==> src/quad_pkg.sv <==
// Purpose: shared constants for the quadrature count readout and its host
// Assumes: one clock, both edges used; reset is active high
// Notes:   widths and counts below are the defaults of both ends

package quad_pkg;

   // widths
   localparam int POS_WIDTH  = 16;
   localparam int BYTE_WIDTH = 8;
   localparam int EXT_WIDTH  = 8;

   // input filter: level must be seen on this many rising edges
   localparam int FILTER_LEN = 3;

   // clock
   localparam int CLK_PERIOD_NS = 8;

   // reset values
   localparam logic [POS_WIDTH-1:0]  POS_RESET  = 16'h0000;
   localparam logic [BYTE_WIDTH-1:0] BYTE_RESET = 8'h00;
   localparam logic [EXT_WIDTH-1:0]  EXT_RESET  = 8'h00;

   // byte positions inside the latched word
   localparam int HIGH_BYTE_LSB = 8;
   localparam int LOW_BYTE_LSB  = 0;

   // wrap points of the position counter
   localparam logic [POS_WIDTH-1:0] POS_TOP    = 16'hffff;
   localparam logic [POS_WIDTH-1:0] POS_BOTTOM = 16'h0000;

endpackage

==> src/quad_link_if.sv <==
// Purpose: pins between the readout device and its host
// Assumes: both ends share core_clk, supplied by the bench
// Notes:   data_oe high means the device drives data; bench resolves bus

`timescale 1ns/1ps

interface quad_link_if;
   import quad_pkg::*;

   // read control, driven by the host
   logic                  oe_n;
   logic                  byte_sel;
   // data bus, driven by the device
   logic [BYTE_WIDTH-1:0] data;
   logic                  data_oe;
   // count outputs, driven by the device
   logic                  decode_count_pulse;
   logic                  wrap_cascade_pulse;
   logic                  count_up;

   modport dev
   (
      input  oe_n, byte_sel,
      output data, data_oe, decode_count_pulse, wrap_cascade_pulse, count_up
   );

   modport host
   (
      output oe_n, byte_sel,
      input  data, data_oe, decode_count_pulse, wrap_cascade_pulse, count_up
   );

endinterface // quad_link_if

==> src/quad_count_device.sv <==
// Purpose: quadrature decoder, position counter, latch, inhibit and bus
// Assumes: phase inputs and host pins are synchronous to core_clk
// Notes:   inhibit, pulse follower and bus flops work on the falling edge where
//          the behaviour needs half-cycle placement

`timescale 1ns/1ps

module quad_count_device
   import quad_pkg::*;
#(
   parameter int FILT_LEN = quad_pkg::FILTER_LEN
)
(
   // clock and reset
   input  wire logic core_clk,
   input  wire logic reset,
   // encoder phases
   input  wire logic phase_a_in,
   input  wire logic phase_b_in,
   // link to host
   quad_link_if.dev  link
);
   import quad_pkg::*;

   // elaboration checks
   if (FILT_LEN < 1 || FILT_LEN > 8)
   begin : g_bad_filt
      $error("FILT_LEN must be 1 to 8");
   end
   if (POS_WIDTH != 2 * BYTE_WIDTH)
   begin : g_bad_width
      $error("position must be exactly two bytes");
   end

   // filter history and filtered phases
   logic [FILT_LEN-1:0] hist_reg [2];
   logic [FILT_LEN:0]   hist_next [2];
   logic [1:0]          filt_reg;
   logic [1:0]          filt_prev_reg;
   logic [1:0]          phase_in;

   // decoder stage
   logic                step_reg;
   logic                dir_reg;
   logic                step_next;
   logic                dir_next;

   // counter, latch, inhibit
   logic [POS_WIDTH-1:0] count_reg;
   logic [POS_WIDTH-1:0] latch_reg;
   logic                 inhibit_reg;
   logic                 wrap_now;

   // pulse toggles: rise flop flips on posedge, fall flop follows on negedge
   logic dec_rise_reg;
   logic dec_fall_reg;
   logic cas_rise_reg;
   logic cas_fall_reg;

   // bus output flops
   logic [BYTE_WIDTH-1:0] data_reg;
   logic                  data_oe_reg;

   assign phase_in = {phase_b_in, phase_a_in};

   // per-phase stability filter; with FILT_LEN above one a lone glitch never reaches the decoder
   for (genvar ch = 0; ch < 2; ch++)
   begin : g_filt
      // newest sample enters at bit 0; one spare top bit keeps a length of one legal
      assign hist_next[ch] = {hist_reg[ch], phase_in[ch]};

      always_ff @(posedge core_clk)
      begin
         if (reset)
         begin
            hist_reg[ch]    <= '0;
            filt_reg[ch]    <= 1'b0;
            filt_prev_reg[ch] <= 1'b0;
         end
         else
         begin
            hist_reg[ch] <= hist_next[ch][FILT_LEN-1:0];
            // change only once the level stood on every sample
            if (&hist_reg[ch])
            begin
               filt_reg[ch] <= 1'b1;
            end
            else if (~|hist_reg[ch])
            begin
               filt_reg[ch] <= 1'b0;
            end
            filt_prev_reg[ch] <= filt_reg[ch];
         end
      end
   end

   // 4x decode: one bit changed is a step; a xor old b gives direction
   always_comb
   begin
      step_next = (filt_reg[0] ^ filt_prev_reg[0]) ^ (filt_reg[1] ^ filt_prev_reg[1]);
      dir_next  = filt_reg[0] ^ filt_prev_reg[1];
   end

   // decoder stage register; direction changes a cycle ahead of the pulse
   always_ff @(posedge core_clk)
   begin
      if (reset)
      begin
         step_reg <= 1'b0;
         dir_reg  <= 1'b1;
      end
      else
      begin
         step_reg <= step_next;
         if (step_next)
         begin
            dir_reg <= dir_next;
         end
      end
   end

   // wrap occurs when stepping past either end of the range
   assign wrap_now = step_reg & (dir_reg ? (count_reg == POS_TOP) : (count_reg == POS_BOTTOM));

   // position counter; never looks at the inhibit
   always_ff @(posedge core_clk)
   begin
      if (reset)
      begin
         count_reg <= POS_RESET;
      end
      else if (step_reg)
      begin
         if (dir_reg)
         begin
            count_reg <= count_reg + 16'h0001;
         end
         else
         begin
            count_reg <= count_reg - 16'h0001;
         end
      end
   end

   // rising half of the pulses, same edge as the counter update
   always_ff @(posedge core_clk)
   begin
      if (reset)
      begin
         dec_rise_reg <= 1'b0;
         cas_rise_reg <= 1'b0;
      end
      else
      begin
         if (step_reg)
         begin
            dec_rise_reg <= ~dec_rise_reg;
         end
         if (wrap_now)
         begin
            cas_rise_reg <= ~cas_rise_reg;
         end
      end
   end

   // falling half: follower catches up, ending the pulse mid-cycle
   always_ff @(negedge core_clk)
   begin
      if (reset)
      begin
         dec_fall_reg <= 1'b0;
         cas_fall_reg <= 1'b0;
      end
      else
      begin
         dec_fall_reg <= dec_rise_reg;
         cas_fall_reg <= cas_rise_reg;
      end
   end

   // pulse is the gap between the two toggles; an xor, not a flop, so the
   // width is exactly the high phase of the clock
   assign link.decode_count_pulse = dec_rise_reg ^ dec_fall_reg;
   assign link.wrap_cascade_pulse = cas_rise_reg ^ cas_fall_reg;
   assign link.count_up           = dir_reg;

   // position latch; async clear so reset frees it at once
   always_ff @(posedge core_clk or posedge reset)
   begin
      if (reset)
      begin
         latch_reg <= POS_RESET;
      end
      else if (!inhibit_reg)
      begin
         latch_reg <= count_reg;
      end
   end

   // inhibit: host pins are only looked at on the falling edge
   always_ff @(negedge core_clk or posedge reset)
   begin
      if (reset)
      begin
         inhibit_reg <= 1'b0;
      end
      else if (link.oe_n)
      begin
         inhibit_reg <= 1'b0;
      end
      else if (!link.byte_sel)
      begin
         inhibit_reg <= 1'b1;
      end
      // select high with enable low keeps the state; held high it never sets
      else
      begin
         inhibit_reg <= inhibit_reg;
      end
   end

   // byte mux and enable, placed on the same edge as the inhibit sample so
   // the byte shown is the one the inhibit protects
   always_ff @(negedge core_clk)
   begin
      if (reset)
      begin
         data_reg    <= BYTE_RESET;
         data_oe_reg <= 1'b0;
      end
      else
      begin
         data_oe_reg <= ~link.oe_n;
         if (link.oe_n)
         begin
            data_reg <= BYTE_RESET;
         end
         else if (!link.byte_sel)
         begin
            data_reg <= latch_reg[HIGH_BYTE_LSB +: BYTE_WIDTH];
         end
         else
         begin
            data_reg <= latch_reg[LOW_BYTE_LSB +: BYTE_WIDTH];
         end
      end
   end

   assign link.data    = data_reg;
   assign link.data_oe = data_oe_reg;

endmodule // quad_count_device

==> src/flat_wrapper.sv <==
// flat-port wrapper written by rule: the top's interface ports become plain ports
module quad_count_device_flat import quad_pkg::*;
#(
   parameter int FILT_LEN = quad_pkg::FILTER_LEN
)
  (core_clk, reset, phase_a_in, phase_b_in, link_oe_n, link_byte_sel, link_data, link_data_oe, link_decode_count_pulse, link_wrap_cascade_pulse, link_count_up);
  quad_link_if link_i ();
  input  wire logic core_clk;
  input  wire logic reset;
  input  wire logic phase_a_in;
  input  wire logic phase_b_in;
  input wire logic [$bits(link_i.oe_n)-1:0] link_oe_n;
  input wire logic [$bits(link_i.byte_sel)-1:0] link_byte_sel;
  output wire logic [$bits(link_i.data)-1:0] link_data;
  output wire logic [$bits(link_i.data_oe)-1:0] link_data_oe;
  output wire logic [$bits(link_i.decode_count_pulse)-1:0] link_decode_count_pulse;
  output wire logic [$bits(link_i.wrap_cascade_pulse)-1:0] link_wrap_cascade_pulse;
  output wire logic [$bits(link_i.count_up)-1:0] link_count_up;
  assign link_i.oe_n = link_oe_n;
  assign link_i.byte_sel = link_byte_sel;
  assign link_data = link_i.data;
  assign link_data_oe = link_i.data_oe;
  assign link_decode_count_pulse = link_i.decode_count_pulse;
  assign link_wrap_cascade_pulse = link_i.wrap_cascade_pulse;
  assign link_count_up = link_i.count_up;
  quad_count_device #(.FILT_LEN(FILT_LEN)) u_core (.core_clk(core_clk), .reset(reset), .phase_a_in(phase_a_in), .phase_b_in(phase_b_in), .link(link_i));
endmodule
==> config.mk <==
export PLATFORM = sky130hd
export DESIGN_NAME = quad_count_device_flat
export DESIGN_NICKNAME = d
export VERILOG_FILES = /design/src/quad_pkg.sv /design/src/quad_link_if.sv /design/src/quad_count_device.sv /design/src/flat_wrapper.sv
export SDC_FILE = /design/constraint.sdc
export NUM_CORES = 1
export LEC_CHECK = 0
export BUFFER_PORTS_ARGS = -buffer_cell sky130_fd_sc_hd__buf_2
export CAP_MARGIN = 5
export CORE_MARGIN = 2
export CORE_UTILIZATION = 64
export CTS_CLUSTER_DIAMETER = 30
export DETAILED_ROUTE_END_ITERATION = 10
export HOLD_SLACK_MARGIN = 0.1
export PLACE_DENSITY = 0.8
export SLEW_MARGIN = 10
export SYNTH_ARGS = -nofsm -noshare
export SYNTH_HDL_FRONTEND = slang
export SYNTH_SLANG_ARGS = --single-unit
==> constraint.sdc <==
create_clock -name core_clk -period 4 [get_ports core_clk]
set_input_delay 0.4 -clock core_clk [delete_from_list [all_inputs] [get_ports core_clk]]
set_output_delay 0.4 -clock core_clk [all_outputs]
set_load 0.02 [all_outputs]
==> summary.txt <==
Die
  • Chip height: slightly above 70 µm
  • Die ar.: ~5000 µm²
  • Initial Utilization: 0.6571
  • Row count: 24
  • Ports: 18
  • Core area: between 4000 and 5000 µm²
  • Die X: between 70 and 80 µm

Routing
  • Post-DR wirelength/cell: between 15 and 20 µm
  • Starting DRT DRC Count: between 100 and 150
  • Total number of vias: ~2200
  • Initial DRT Pass Iterations: 6
  • Vias per std cell: approximately 6
  • Final routed DRC violation total: 0
  • Detail Route Antenna Nets: 0
  • Post-Route WL: roughly 5700 µm

Timing
  • Final slew viol count: 0
  • Worst slew pin tran: between 600 and 700 ps
  • Final Hold Fails: 0
  • RSZ-0062 raised after global routing: no
  • Worst rel slew slack: 0.5453
  • Fin Setup TNS: 0 ps
  • Final Setup Violations: 0
  • Clock skew: ~43 ps

Global route
  • Gr usage total: 0.2542
  • Grt total ovfl: 0
  • Vias in the first global route: roughly 2100
  • Global-route wire length before repair: 9915 µm
  • Largest net degree at the start of global routing: 32
  • Initial antenna violation count: 0

Synthesis
  • Synthesized flop and latch total: between 50 and 60
  • Top post-synthesis cells by area: dfxtp_1 (29%), dfrtp_1 (14%), ha_1 (6.2%), mux2_2 (5.5%), mux2i_1 (4.2%)
  • Commonest cells in the netlist: dfxtp_1 (41), nor2_1 (27), a21oi_1 (19)
  • Mapped cell area: approximately 2800 µm²
  • Post-synth EDFFs: 0
  • Syn avg cell area: between 9 and 10 µm²
  • Synth top area share: 0.2889
  • Seq/Total Area, Yosys: 0.4386
  • Syn Inst Count: between 200 and 300
  • Yosys top cell by area: dfxtp_1
  • Most frequent cell after synthesis: dfxtp_1
  • Syn_nets: approximately 310
  • Top FF cell, synth: dfxtp_1
  • Async set-reset flop share out of synthesis: 0.2931
  • Cell variety after synth: 57
  • Ys Warns: 0

Final layout
  • Layout area overhead: 12.68%
  • Multi-input combinational cell area: 1515 µm²
  • Final Instance Area: roughly 3200 µm²
  • Register area: approximately 1200 µm²
  • Layout cells sized above 1: 0.1743
  • Core Util, Final: 0.7405
  • Fillers: 313
  • # diodes: 0
  • Nets: around 340

Critical path
  • CP Max Fanout: 1
  • Crit end category: output port
  • Crit path kind: flip-flop to output port
  • Kind of start point of the critical path: flip-flop
  • Worst EP arrival: approximately 3000 ps
  • Worst Path Required: 3600 ps

Power
  • Power Total: approximately 1.2 mW
  • LEAKAGE: 1.504 nW
  • PD cells: 374.7 nW/µm²
  • Maximum VDD drop: 0.2371 mV

Placement
  • Post-DP HPWL: 3928 µm
  • Port bufs: 17
  • Area after DPL: between 2000 and 3000 µm²
  • GPL Wtd Cong: 0.8483

CTS
  • H-tree depth: 3
  • Hold Buf Count CTS: 0
  • Clk root buf: clkbuf_8
  • Clk sinks: 58
  • CTS buffer count: 9
  • Clk_lat worst skew: 380 ps
  • CTS tree: done
  • Longest Clk Path Bufs: 2
  • Clock Pin Slew Worst Setup and Hold Paths: roughly 70 ps
  • Postcts setup bufs: 0
  • Resized cells post-CTS: 0

Run
  • Maxcap violations: 0

Hold path
  • HP Class: input port to flip-flop

Status
  • Status: completed
==> critical path: stages (launching register included) <==
cell     delay, ps
dfxtp_1        320
xor2_1         160
buf_2          190
==> cell usage in the layout (no fill, tap or decap), types with 4 or more instances in the layout <==
master / instances
xor2_1: 6
nor4_1: 4
nor2b_1: 12
xnor2_1: 5
dfrtp_1: 16
inv_1: 20
mux2i_1: 12
nor2_1: 27
nor3_1: 5
buf_2: 17
a211oi_1: 4
a21oi_1: 19
dfxtp_1: 41
a21o_1: 6
clkbuf_8: 9
nand3_1: 6
mux2_2: 14
nand2_1: 17
nand4_1: 5
o21ai_0: 10
ha_1: 14
==> layer usage <==
| metal | track usage | part of all wire | vias to the layer above |
|---|---|---|---|
| met4 | 0.09015 | 0.021 | 0 |
| met3 | 0.06980 | 0.057 | 10 |
| met2 | 0.4067 | 0.47 | 60 |
| met1 | 0.3349 | 0.45 | 1046 |
| li1 | - | - | 1125 |
| met5 | 0 | 0 | - |
==> cells by family (layout without fill, tap and decap cells) <==
family / count (synthesis) / count (layout) / share of synthesized area
AND/OR/NAND/NOR: 91 / 91 / 0.1612
AO/OA/AOI/OAI: 69 / 69 / 0.1678
flip-flops: 58 / 58 / 0.4386
multiplexers: 27 / 27 / 0.1017
buffers and inverters: 21 / 56 / 0.02818
adder cells (fa/ha/maj): 15 / 15 / 0.06869
XOR/XNOR: 11 / 11 / 0.03390
==> power breakdown <==
part | internal [mW] | leakage [nW] | switching, mW | total, mW
sequential | 0.585 | 0.568 | 0.00610 | 0.591
combinational | 0.0109 | 0.774 | 0.0165 | 0.0274
clock | 0.304 | 0.162 | 0.277 | 0.581
==> cell type report <==
type / instances / share of cell area
Tap cell: 52 / 0.02032
Timing Repair Buffer: 19 / 0.03126
Inverter: 10 / 0.01172
Clock inverter: 18 / 0.03556
Multi-Input combinational cell: 213 / 0.4732
Sequential cell: 58 / 0.3892
Clock buffer: 9 / 0.03869
==> metrics by stage <==
step           hold slack (ps)  worst slack, ps  cells
2_1_floorplan            371.1            507.2    292
3_3_place_gp             424.6            668.8    353
3_5_place_dp             430.7            657.1    353
4_1_cts                  264.3            556.8    379
5_1_grt                  262.4            488.2    379
6_report                 273.5            556.5    379
==> worst paths after layout <==
kind	to	cells after the start	from	slack, ps
max	link_wrap_cascade_pulse	2	u_core.cas_fall_reg$_SDFF_NP0_	560
min	u_core.hist_reg[1][0]$_SDFF_PP0_	2	phase_b_in	270
max reg2reg	u_core.latch_reg[12]$_DFFE_PP0N_	1	u_core.inhibit_reg$_DFFE_NP0P_	640
min reg2reg	u_core.filt_reg[1]$_SDFFE_PP0P_	2	u_core.hist_reg[1][2]$_SDFF_PP0_	440
max in group asynchronous	u_core.inhibit_reg$_DFFE_NP0P_	3	reset	1780
min in group asynchronous	u_core.latch_reg[2]$_DFFE_PP0N_	4	reset	420
Note: power is estimated with default switching activity, not from simulation.
